[src/caeh_defs.vh]
`ifndef CAEH_DEFS_VH
`define CAEH_DEFS_VH
`define CAEH_AW 8
`define CAEH_DW 16
`define CAEH_OFS_CTRL 8'h00
`define CAEH_OFS_STAT 8'h04
`define CAEH_OFS_XERR 8'h08
`define CAEH_OFS_DIAG 8'h0c
`define CAEH_CTRL_LIM 7:0
`define CAEH_CTRL_USER 8
`define CAEH_CTRL_RESTART 15
`define CAEH_CTRL_RST 9'h000
`define CAEH_START_INTERP 16'h0006
`define CAEH_START_USER 16'h0008
`define CAEH_RETRY_LIMIT 20
`define CAEH_RETRY_W 5
`define CAEH_DEB_NS 10000
`define CAEH_CLK_KHZ 25000
`define CAEH_OL_RUN 2'h0
`define CAEH_OL_DRAIN 2'h1
`define CAEH_OL_OFF 2'h2
`endif

[src/caeh_key_filter.v]
`timescale 1ns/1ns
`include "caeh_defs.vh"
// two-stage synchroniser followed by a stability filter for the key pin
module caeh_key_filter #(
    parameter integer DEB_CYCLES = 250
) (
    input wire ref_clk_i, // system clock
    input wire rst_i, // synchronous reset, active high
    input wire key_i, // raw key pin, high in disable position
    output reg key_o // filtered key level
);
    localparam integer CW = 16;
    reg meta_r;
    reg sync_r;
    reg [CW-1:0] cnt_r;
    reg [CW-1:0] cnt_nxt;
    reg key_nxt;

    // first flop feeds only the second
    always @(posedge ref_clk_i) begin
        if (rst_i) begin
            meta_r <= 1'b0;
            sync_r <= 1'b0;
        end else begin
            meta_r <= key_i;
            sync_r <= meta_r;
        end
    end

    // a level must hold for the full window before it is believed
    always @* begin
        cnt_nxt = cnt_r;
        key_nxt = key_o;
        if (sync_r == key_o) begin
            cnt_nxt = {CW{1'b0}};
        end else if (cnt_r == DEB_CYCLES[CW-1:0] - 16'h0001) begin
            key_nxt = sync_r;
            cnt_nxt = {CW{1'b0}};
        end else begin
            cnt_nxt = cnt_r + 16'h0001;
        end
    end

    always @(posedge ref_clk_i) begin
        if (rst_i) begin
            cnt_r <= {CW{1'b0}};
            key_o <= 1'b0;
        end else begin
            cnt_r <= cnt_nxt;
            key_o <= key_nxt;
        end
    end
endmodule

[src/caeh_top.v]
`timescale 1ns/1ns
`include "caeh_defs.vh"
module caeh_top #(
    parameter integer DEB_NS = `CAEH_DEB_NS,
    parameter integer RETRY_LIMIT = `CAEH_RETRY_LIMIT
) (
    input wire ref_clk_i, // system clock, 25 MHz
    input wire rst_i, // power-up reset, synchronous, active high
    input wire [`CAEH_AW-1:0] reg_addr_i, // register byte address
    input wire [`CAEH_DW-1:0] reg_wdata_i, // register write data
    input wire reg_wr_i, // register write strobe
    input wire reg_rd_i, // register read strobe
    output reg [`CAEH_DW-1:0] reg_rdata_o, // read data, cycle after strobe
    input wire disable_key_i, // operator key pin, high = disable
    input wire chan_irq_pending_i, // channel attachment work still pending
    input wire chan_avail_i, // channel free for reattachment
    input wire start_wr_i, // host wrote the start register
    input wire [15:0] start_val_i, // start register value
    input wire interp_step_i, // interpreter fetched a new instruction
    input wire interp_repeat_i, // interpreter repeated the same instruction
    input wire interp_done_i, // interpreter finished normally
    input wire branch_oor_i, // branch target outside control space
    input wire term_stop_i, // transfer stopped normally
    input wire stop_end_with_error_i, // stop with error
    input wire count_exhausted_end_i, // count ran out normally
    input wire count_exhausted_with_error_i, // count ran out with error
    input wire host_early_disconnect_i, // host ended transfer early
    input wire host_early_disconnect_with_error_i, // early end plus error
    input wire xfer_to_host_i, // transfer direction, high = to host
    input wire [7:0] xfer_err_i, // raw transfer error byte
    input wire iface_disc_i, // interface disconnect from channel
    input wire cmd_seq_active_i, // a command sequence is in progress
    input wire data_done_i, // data phase of current command complete
    input wire adapter_fault_i, // adapter_fault_handler entry
    input wire [7:0] fault_code_i, // code with the fault
    input wire sel_reset_i, // selective reset from channel
    input wire [7:0] sel_addr_i, // device address of selective reset
    input wire sel_not_ready_i, // addressed device is not ready
    input wire handler_ack_i, // device handler saw reset notice
    input wire adapter_parity_i, // adapter logic parity error
    input wire err_irq_i, // error interrupt
    input wire err_cause_i, // error interrupt has an identified cause
    output wire chan_enable_o, // channel communication allowed
    output reg interp_run_o, // interpreter running
    output reg user_dispatch_o, // pulse: run user code
    output reg xfer_done_o, // pulse: transfer terminated
    output reg retry_o, // pulse: hardware retry
    output reg abort_o, // pulse: abort channel activity
    output reg sreset_notify_o, // reset notice to handler
    output reg [7:0] sreset_addr_o, // address of that notice
    output wire reattach_req_o, // ending status waiting for channel
    output reg status_valid_o, // pulse: ending status presented
    output reg status_de_o, // device end in presented status
    output reg status_uc_o // unit check in presented status
);
    localparam integer DEB_CYC = (DEB_NS * `CAEH_CLK_KHZ + 999999) / 1000000;
    localparam RL = RETRY_LIMIT[`CAEH_RETRY_W-1:0];

    wire key_dis;
    reg key_dis_d_r;
    reg [8:0] ctrl_r;
    reg [1:0] ol_state_r;
    reg [1:0] ol_state_nxt;
    reg err_off_r;
    reg [7:0] rep_cnt_r;
    reg [`CAEH_RETRY_W-1:0] retry_cnt_r;
    reg [7:0] xerr_r;
    reg xdir_r;
    reg [7:0] fcode_r;
    reg sr_wait_r;
    reg end_pend_r;
    reg end_uc_r;
    reg set_de;
    reg set_uc;
    reg go_err_off;
    wire chan_ok;
    wire limit_hit;
    wire early;
    wire early_err;
    wire stop_any;
    wire err_any;
    wire restart;
    wire int_par;
    wire bus_par;
    wire adp_sus;

    caeh_key_filter #(
        .DEB_CYCLES(DEB_CYC)
    ) u_key (
        .ref_clk_i(ref_clk_i),
        .rst_i(rst_i),
        .key_i(disable_key_i),
        .key_o(key_dis)
    );

    // register address match
    function hit;
        input [`CAEH_AW-1:0] a;
        input [`CAEH_AW-1:0] ofs;
        begin
            hit = (a == ofs);
        end
    endfunction

    // channel traffic only while enabled, not error off-line, no reset open
    assign chan_ok = !err_off_r && (ol_state_r != `CAEH_OL_OFF) && !sr_wait_r;
    assign restart = reg_wr_i && hit(reg_addr_i, `CAEH_OFS_CTRL)
        && reg_wdata_i[`CAEH_CTRL_RESTART];
    assign early = chan_ok && host_early_disconnect_i;
    assign early_err = chan_ok && host_early_disconnect_with_error_i;
    assign stop_any = chan_ok && (term_stop_i || stop_end_with_error_i
        || count_exhausted_end_i || count_exhausted_with_error_i);
    assign err_any = chan_ok && (stop_end_with_error_i || count_exhausted_with_error_i
        || early_err || (err_irq_i && err_cause_i));
    // loop check; a zero limit never trips
    assign limit_hit = interp_run_o && interp_repeat_i
        && (ctrl_r[`CAEH_CTRL_LIM] != 8'h00)
        && (rep_cnt_r >= ctrl_r[`CAEH_CTRL_LIM]);
    assign reattach_req_o = end_pend_r && chan_ok;

    // error byte decode by direction
    assign int_par = xerr_r[0] && xdir_r;
    assign bus_par = xerr_r[1] && !xdir_r;
    assign adp_sus = (xerr_r != 8'h00) && !int_par && !bus_par;

    // ending status requests from all sources
    always @* begin
        set_de = 1'b0;
        set_uc = 1'b0;
        if (limit_hit || (chan_ok && interp_run_o && branch_oor_i)) begin
            set_de = 1'b1;
        end
        if (chan_ok && interp_run_o && interp_done_i) begin
            set_de = 1'b1;
        end
        if (chan_ok && start_wr_i) begin
            if (start_val_i == `CAEH_START_USER && !ctrl_r[`CAEH_CTRL_USER]) begin
                set_de = 1'b1;
            end else if (start_val_i != `CAEH_START_USER
                && start_val_i != `CAEH_START_INTERP) begin
                set_de = 1'b1;
                set_uc = 1'b1;
            end
        end
        if (early || early_err) begin
            set_de = 1'b1;
            set_uc = set_uc || early_err;
        end
        if (chan_ok && iface_disc_i && cmd_seq_active_i && data_done_i) begin
            set_de = 1'b1;
        end
    end

    // off-line sequence for the operator key
    always @* begin
        ol_state_nxt = ol_state_r;
        case (ol_state_r)
            `CAEH_OL_RUN: begin
                if (key_dis && !key_dis_d_r) begin
                    ol_state_nxt = `CAEH_OL_DRAIN;
                end
            end
            `CAEH_OL_DRAIN: begin
                if (!key_dis) begin
                    ol_state_nxt = `CAEH_OL_RUN;
                end else if (!chan_irq_pending_i) begin
                    ol_state_nxt = `CAEH_OL_OFF;
                end
            end
            `CAEH_OL_OFF: begin
                if (!key_dis) begin
                    ol_state_nxt = `CAEH_OL_RUN;
                end
            end
            default: begin
                ol_state_nxt = `CAEH_OL_RUN;
            end
        endcase
    end

    always @(posedge ref_clk_i) begin
        if (rst_i) begin
            ol_state_r <= `CAEH_OL_RUN;
            key_dis_d_r <= 1'b0;
        end else begin
            ol_state_r <= ol_state_nxt;
            key_dis_d_r <= key_dis;
        end
    end

    // error off-line causes
    always @* begin
        go_err_off = 1'b0;
        if (adapter_fault_i) begin
            go_err_off = 1'b1;
        end
        if (adapter_parity_i && (retry_cnt_r >= RL - 5'h01)) begin // at limit, stays failed
            go_err_off = 1'b1;
        end
    end

    // error off-line holds until a restart; a fault in the restart cycle wins
    always @(posedge ref_clk_i) begin
        if (rst_i) begin
            err_off_r <= 1'b0;
            fcode_r <= 8'h00;
        end else begin
            if (go_err_off) begin
                err_off_r <= 1'b1;
            end else if (restart) begin
                err_off_r <= 1'b0;
            end
            if (adapter_fault_i && !err_off_r) begin
                fcode_r <= fault_code_i;
            end
        end
    end

    // parity retries since power-up, saturating, reset only
    always @(posedge ref_clk_i) begin
        if (rst_i) begin
            retry_cnt_r <= {`CAEH_RETRY_W{1'b0}};
            retry_o <= 1'b0;
        end else begin
            retry_o <= 1'b0;
            if (adapter_parity_i && !err_off_r) begin
                retry_o <= (retry_cnt_r < RL - 5'h01);
                if (retry_cnt_r != RL) begin
                    retry_cnt_r <= retry_cnt_r + 5'h01;
                end
            end
        end
    end

    // control register and start register dispatch
    always @(posedge ref_clk_i) begin
        if (rst_i) begin
            ctrl_r <= `CAEH_CTRL_RST;
            interp_run_o <= 1'b0;
            user_dispatch_o <= 1'b0;
            rep_cnt_r <= 8'h00;
        end else begin
            user_dispatch_o <= 1'b0;
            if (reg_wr_i && hit(reg_addr_i, `CAEH_OFS_CTRL)) begin
                ctrl_r <= reg_wdata_i[8:0];
            end
            if (chan_ok && start_wr_i && start_val_i == `CAEH_START_USER) begin
                user_dispatch_o <= ctrl_r[`CAEH_CTRL_USER];
            end
            if (limit_hit || !chan_ok || branch_oor_i || interp_done_i) begin
                interp_run_o <= 1'b0;
            end else if (start_wr_i && start_val_i == `CAEH_START_INTERP) begin
                interp_run_o <= 1'b1;
            end
            if (interp_step_i || !interp_run_o) begin
                rep_cnt_r <= 8'h00;
            end else if (interp_repeat_i && rep_cnt_r != 8'hff) begin
                rep_cnt_r <= rep_cnt_r + 8'h01;
            end
        end
    end

    // transfer termination and error byte capture
    always @(posedge ref_clk_i) begin
        if (rst_i) begin
            xfer_done_o <= 1'b0;
            xerr_r <= 8'h00;
            xdir_r <= 1'b0;
        end else begin
            xfer_done_o <= stop_any || early || early_err;
            if (err_any) begin
                xerr_r <= xfer_err_i;
                xdir_r <= xfer_to_host_i;
            end
        end
    end

    // selective reset: abort, notify handler, hold channel until ack
    always @(posedge ref_clk_i) begin
        if (rst_i) begin
            sr_wait_r <= 1'b0;
            abort_o <= 1'b0;
            sreset_notify_o <= 1'b0;
            sreset_addr_o <= 8'h00;
        end else begin
            abort_o <= 1'b0;
            if (sel_reset_i && !err_off_r && ol_state_r != `CAEH_OL_OFF
                && !sel_not_ready_i) begin
                abort_o <= 1'b1;
                sr_wait_r <= 1'b1;
                sreset_notify_o <= 1'b1;
                sreset_addr_o <= sel_addr_i;
            end else if (sr_wait_r && handler_ack_i) begin
                sr_wait_r <= 1'b0;
                sreset_notify_o <= 1'b0;
            end
        end
    end

    // ending status held until the channel is free, cleared while chan_ok is low; new request wins
    always @(posedge ref_clk_i) begin
        if (rst_i) begin
            end_pend_r <= 1'b0;
            end_uc_r <= 1'b0;
            status_valid_o <= 1'b0;
            status_de_o <= 1'b0;
            status_uc_o <= 1'b0;
        end else begin
            status_valid_o <= 1'b0;
            if (!chan_ok) begin
                end_pend_r <= 1'b0;
                end_uc_r <= 1'b0;
            end else if (set_de) begin
                end_pend_r <= 1'b1;
                end_uc_r <= set_uc || (end_pend_r && !chan_avail_i && end_uc_r);
            end else if (end_pend_r && chan_avail_i) begin
                end_pend_r <= 1'b0;
                end_uc_r <= 1'b0;
            end
            if (chan_ok && end_pend_r && chan_avail_i) begin
                status_valid_o <= 1'b1;
                status_de_o <= 1'b1;
                status_uc_o <= end_uc_r;
            end
        end
    end

    // read port, data one cycle after the strobe
    always @(posedge ref_clk_i) begin
        if (rst_i) begin
            reg_rdata_o <= 16'h0000;
        end else if (reg_rd_i) begin
            if (hit(reg_addr_i, `CAEH_OFS_CTRL)) begin
                reg_rdata_o <= {7'h00, ctrl_r};
            end else if (hit(reg_addr_i, `CAEH_OFS_STAT)) begin
                reg_rdata_o <= {8'h00, (retry_cnt_r == RL), adp_sus, bus_par, int_par,
                    sr_wait_r, ol_state_r == `CAEH_OL_DRAIN, key_dis, err_off_r};
            end else if (hit(reg_addr_i, `CAEH_OFS_XERR)) begin
                reg_rdata_o <= {8'h00, xerr_r};
            end else if (hit(reg_addr_i, `CAEH_OFS_DIAG)) begin
                reg_rdata_o <= {3'h0, retry_cnt_r, fcode_r};
            end else begin
                reg_rdata_o <= 16'h0000;
            end
        end else begin
            reg_rdata_o <= 16'h0000;
        end
    end

    assign chan_enable_o = chan_ok;
endmodule

[config.mk]
export PLATFORM = sky130hd
export DESIGN_NAME = caeh_top
export DESIGN_NICKNAME = d
export VERILOG_FILES = /design/src/caeh_key_filter.v /design/src/caeh_top.v
export VERILOG_INCLUDE_DIRS = /design/src
export SDC_FILE = /design/constraint.sdc
export NUM_CORES = 1
export LEC_CHECK = 0
export BUFFER_PORTS_ARGS = -buffer_cell sky130_fd_sc_hd__buf_2
export CORE_AREA = 2 2 94 96
export DETAILED_ROUTE_END_ITERATION = 7
export DIE_AREA = 0 0 96 98
export GPL_TIMING_DRIVEN = 0
export PLACE_DENSITY = 0.83
export SYNTH_ARGS = -nofsm -noshare
export SYNTH_HDL_FRONTEND = slang
export SYNTH_SLANG_ARGS = --single-unit
export TNS_END_PERCENT = 20
[constraint.sdc]
create_clock -name ref_clk_i -period 3.1 [get_ports ref_clk_i]
set_input_delay 0.31 -clock ref_clk_i [delete_from_list [all_inputs] [get_ports ref_clk_i]]
set_output_delay 0.31 -clock ref_clk_i [all_outputs]
set_load 0.01 [all_outputs]
; ---- Yosys cells after proc, flatten, opt, wreduce, memory -nomap -nowiden
; Cells that the tools add are included.
[totals]
reg_bits = 97
ramBits = 0
out_inout_bits = 35
wordCells = 176
latchBits = 0
n_memories = 0
mem_bits_ro = 0
[classes]
n_eq_ne = 18
n_mul = 0
div_mod_pow = 0
n_lt_le_gt_ge = 3
n_reduce_logical = 87
n_bitwise = 6
shift = 0
add_sub_neg = 3
n_mux = 31
[op_table]
columns = operator, count
row1 = $logic_and A1 B1 Y1, 41
row2 = $mux W9, 4
row3 = $mux W1, 22
row4 = $add A16 B1 Y16 const B, 1
row5 = $eq A16 B3 Y1 const B, 1
row6 = $eq A16 B4 Y1 const B, 1
row7 = $eq A16 B8 Y1 const B, 1
row8 = $eq A8 B4 Y1 const B, 2
row9 = $logic_or A1 B1 Y1, 16
row10 = $ne A16 B3 Y1 const B, 1
row11 = $ne A16 B4 Y1 const B, 1
row12 = $reduce_bool A8 Y1, 2
row13 = $reduce_or A2 Y1, 6
row14 = $logic_not A1 Y1, 11
row15 = $add A8 B1 Y8 const B, 1
row16 = $eq A8 B3 Y1 const B, 1
row17 = $ge A8 B8 Y1, 1
row18 = $logic_not A8 Y1, 1
row19 = $mux W2, 4
row20 = $ne A8 B8 Y1 const B, 1
row21 = $ne A2 B2 Y1 const B, 3
row22 = $not A1 Y1, 6
row23 = $pmux W2 S3, 1
row24 = $reduce_bool A2 Y1, 3
row25 = 15 further kinds, 16

; ---- Depth between registers and ports, before layout
[logic_depth]
ltp_word = 14
depth_mapped = 7
mapped_depth_nobuf = 7

; ---- Modules after synthesis
; From an unflattened synthesis, not the netlist that was laid out.
[unflattened]
hier_cells = 459
hier_area_um2 = 4149.0
[by_module_without_submodules]
columns = module, area_each_um2, seq_area_each_um2, n_inst, cells_per_inst
row1 = caeh_top, 3333.2, 1501.4, 1, 370
row2 = caeh_key_filter, 815.8, 380.4, 1, 89

; ---- Worst setup path before layout
; Ideal clock, no wire load.
[synth_path]
path_kind = flip-flop to flip-flop
startpoint = register ctrl_r[1]
endpoint = register end_pend_r
setup_ns = 0.115
required_time_ns = 2.985
setup_slack_ns = 1.237
stages_incl_launch_ff = 8
arrival_ns = 1.749
period_less_slack_ns = 1.863
path_cell_list = dfxtp_1 -> inv_1 -> ha_1 -> nor2b_1 -> o211a_1 -> o311ai_0 -> nand4_1 -> o21a_1
[synth_via]
elab_chain_cells = 12
[synth_rtl]
columns = element, line
row1 = from (decl), caeh_top.v:61  ; reg [8:0] ctrl_r;
row2 = from (signal assigned), caeh_top.v:238  ; ctrl_r <= `CAEH_CTRL_RST;
row3 = from (signal assigned), caeh_top.v:245  ; ctrl_r <= reg_wdata_i[8:0];
row4 = branches (longest 2 deep; another with $ge A8 B8 Y1), --
row5 = $logic_and A1 B1 Y1 (*), caeh_top.v:116  ; assign limit_hit = interp_run_o && interp_repeat_i
row6 = $logic_or A1 B1 Y1 (*), caeh_top.v:130  ; if (limit_hit || (chan_ok && interp_run_o && branch_oor_i)) begin
row7 = $mux W1 (*), caeh_top.v:130
row8 = $mux W1 (*), caeh_top.v:133  ; if (chan_ok && interp_run_o && interp_done_i) begin
row9 = $mux W1, caeh_top.v:139  ; end else if (start_val_i != `CAEH_START_USER
row10 = $mux W1, caeh_top.v:137  ; if (start_val_i == `CAEH_START_USER && !ctrl_r[`CAEH_CTRL_USER]) begin
row11 = $mux W1 (*), caeh_top.v:136  ; if (chan_ok && start_wr_i) begin
row12 = $mux W1 (*), caeh_top.v:145  ; if (early || early_err) begin
row13 = $mux W1 (*), caeh_top.v:149  ; if (chan_ok && iface_disc_i && cmd_seq_active_i && data_done_i) begin
row14 = $mux W1 or $reduce_bool A2 Y1 (tied branches), --
row15 = to (signal assigned), caeh_top.v:311  ; end_pend_r <= 1'b0;
row16 = to (signal assigned), caeh_top.v:314  ; end_pend_r <= 1'b1;
row17 = to (signal assigned), caeh_top.v:317  ; end_pend_r <= 1'b0;
row18 = to (decl), caeh_top.v:71  ; reg end_pend_r;
; Every way passes the cells marked *.
; A chain may end at the register's enable or synchronous reset.

; ---- Worst setup path after layout
; Ends and elaborated chain as after synthesis.

==> impl_metrics.tcl <==
set metrics [dict create \
    crit_chain "inv_1, ha_1, nor2b_1, o211a_1, o311ai_0, nand4_1, o21a_1" \
    ioPinCount 128 \
    grt_pass1_wl_mm 15.68 \
    dp_hpwl_mm 7.883 \
    synthMostInstantiatedCell "nor2_1" \
    endpoint_kind "flip-flop" \
    post-cts-setup-buffers 0 \
    seq_area_frac_synth 0.4581 \
    cp_slowest_cell "o311ai_0" \
    synth_cell_types 48 \
    ant_nets 0 \
    hold_buffers 0 \
    dp_slack_ps 903.5 \
    grt_pass1_vias 3532 \
    grt.overflow.total 0 \
    ys.flop_type "dfxtp_1" \
    fill_cells 726 \
    finalClockSkew_ps 11.86 \
    layout.nets 694 \
    die_h_um 98 \
    syn2layout_area_growth_pct 23.79 \
    timing.rr.start "ctrl_r[1]$_SDFFE_PP0P_" \
    ff2ff_path_depth 7 \
    setup_violations 0 \
    synth_top_cell_area_share 0.4581 \
    cpPeakStageDelay_ps 550 \
    cp.arrival_ps 2500 \
    wire_per_inst_um 14.17 \
    antenna_found_initial 0 \
    min_from "disable_key_i" \
    die_area_sq_um 9408 \
    p_leak_uw 0.002288 \
    initial_core_util 0.4852 \
    ys_top_cells_by_area "dfxtp_1, mux2i_1, nor2_1" \
    die_x_um 96 \
    worstSetupPathType "reg2reg" \
    num_vias 3663 \
    period_minus_slack_ps 2229 \
    cts_resized 0 \
    reg2reg_slack_ps 870 \
    port-buffer-count 118 \
    peakVddDrop_mv 0.2611 \
    outcome "complete, no violations" \
    min_path_cells 2 \
    layout.cells.non_filler 700 \
    regArea_sq_um 1882 \
    drive_gt1_frac 0.2399 \
    rsz0062_at_grt "false" \
    critPathLaunchType "flip-flop" \
    synth_edf_count 0 \
    core_sq_um 8466 \
    fp-row-count 34 \
    antenna_cells 0 \
    grt_start_max_net_pins 16 \
    ys_warn_count 0 \
    whs_endpoint "u_key.meta_r$_SDFF_PP0_" \
    multi_input_area_sq_um 2083 \
    yosys.area.top_type "dfxtp_1" \
    worst-path-max-fanout 4 \
    cts_buffers 9 \
    synthCells 457 \
    cts-root-buf "clkbuf_8" \
    syn-cell-area_sq_um 4108 \
    max_freq_mhz 448.6 \
    hold_violations 0 \
    clkTransAtPathRegs_ps 100 \
    detail_route.vias_per_cell 5.233 \
    cts_buffer_depth 2 \
    max_slew_margin 0.4446 \
    dp.cells 685 \
    worst_slack_ps 870.7 \
    avgSynthCellArea_sq_um 8.988 \
    place.gp.congestion 0.8594 \
    tns_ps 0 \
    synthTopCellsByCount "nor2_1, dfxtp_1, mux2i_1" \
    powerDensity_nw_per_um2 485.8 \
    hold_path.class "in2reg" \
    slew_viol_final 0 \
    worst_pin_slew_ps 830.1 \
    wl_mm 9.918 \
    drt-pass1-iter-count 5 \
    worstSkewPairLatency_ps 360 \
    drc 0 \
    fin_crit_sh 0.7191 \
    htree_num_levels 3 \
    cp.required_ps 3370 \
    drt_iter0_markers 163 \
    grt_usage 0.2139 \
    ys_seq_elements 94 \
    cts_sinks 94 \
    max-cap-violations 0 \
    r2r-end "end_pend_r$_SDFFE_PP0P_" \
    async_flop_share 0 \
    cts_tree "yes" \
]
-- layout make-up --
class,instances,share of cell area
multi-input combinational,329,0.4097
sequential,94,0.3701
clock buffer,10,0.02707
tap,108,0.02657
buffer,15,0.01403
inverter,21,0.01550
timing repair buffer,118,0.1161
clock inverter,5,0.02092
-- metal layers --
metal / track usage / wire [um] / vias to the layer above
met3: 0.04938 / 631 / 15
met2: 0.3825 / 4957 / 124
met4: 0.07363 / 175 / 0
met5: 0 / 0 / -
li1: - / - / 1835
met1: 0.2450 / 4154 / 1689
-- kinds of logic after synthesis --
| kind of cell | after synthesis | share of synthesized area |
|---|---|---|
| DFF | 94 | 0.4581 |
| xor gates and xnor gates | 25 | 0.05330 |
| AOI/OAI and AO/OA | 46 | 0.07555 |
| buffers and inverters | 36 | 0.03655 |
| and+or+nand+nor | 200 | 0.2336 |
| muxes | 42 | 0.1023 |
| adders and majority gates | 13 | 0.03960 |
| other | 1 | 0.0009129 |
-- through the flow --
step / hold WS (ps) / util / cell area (sq um) / total power [uW]
global route: 177.2 / 0.6007 / 5085 / 2563
global placement: 412.5 / 0.5718 / 4841 / 1508
detailed placement: 437.4 / 0.5718 / 4841 / 1516
finish: 179.4 / 0.6007 / 5085 / 2470
CTS: 180.9 / 0.6007 / 5085 / 2477
floorplan: 406.4 / - / 4115 / 1412
-- power breakdown --
| group | total (uW) | leakage (uW) | internal (uW) | switching, uW |
|---|---|---|---|---|
| Sequential | 1270 | 0.000763 | 1240 | 28.1 |
| Clock | 981 | 0.000119 | 556 | 425 |
| Combinational | 222 | 0.00141 | 110 | 112 |
-- registers in the layout, summed over array words and instances (netlist names), 2 cells and up --
register	flops
rep_cnt_r	8
ol_state_r	2
reg_rdata_o	13
u_key.cnt_r	16
sreset_addr_o	8
retry_cnt_r	5
ctrl_r	9
fcode_r	8
xerr_r	8
-- layout by cell type, fill, tap and decap left out, types with 4 or more instances in the layout --
master / count
nand2_1: 20
a2111oi_0: 6
and4_1: 4
nor2b_1: 8
a21oi_1: 14
nor3_1: 7
inv_1: 21
nand3_1: 12
or3_1: 4
buf_2: 121
o21ai_0: 8
nand4_1: 10
and2_1: 5
nor2_1: 102
xor2_1: 14
ha_1: 13
dfxtp_1: 94
clkbuf_8: 10
clkbuf_1: 8
nand2b_1: 6
mux2i_1: 42
xnor2_1: 11
nor4_1: 8
-- worst max-delay path: cells and delay by family, from the launching register on --
family                   cells  cell delay, ps
AO/OA/AOI/OAI                3             980
adder cells (fa/ha/maj)      1             300
buffers and inverters        1              70
flip-flops                   1             390
AND/OR/NAND/NOR              2             400
-- worst max path at each step --
stage | depth (start not counted) | to | startpoint | slack [ps]
2_1_floorplan | 7 | end_pend_r$_SDFFE_PP0P_ | ctrl_r[1]$_SDFFE_PP0P_ | 1240
4_1_cts | 7 | end_pend_r$_SDFFE_PP0P_ | ctrl_r[1]$_SDFFE_PP0P_ | 890
3_5_place_dp | 7 | end_pend_r$_SDFFE_PP0P_ | ctrl_r[1]$_SDFFE_PP0P_ | 900
5_1_grt | 7 | end_pend_r$_SDFFE_PP0P_ | ctrl_r[1]$_SDFFE_PP0P_ | 650
6_report | 7 | end_pend_r$_SDFFE_PP0P_ | ctrl_r[1]$_SDFFE_PP0P_ | 870
3_3_place_gp | 7 | end_pend_r$_SDFFE_PP0P_ | ctrl_r[1]$_SDFFE_PP0P_ | 930
(Power assumes the default switching activity.)
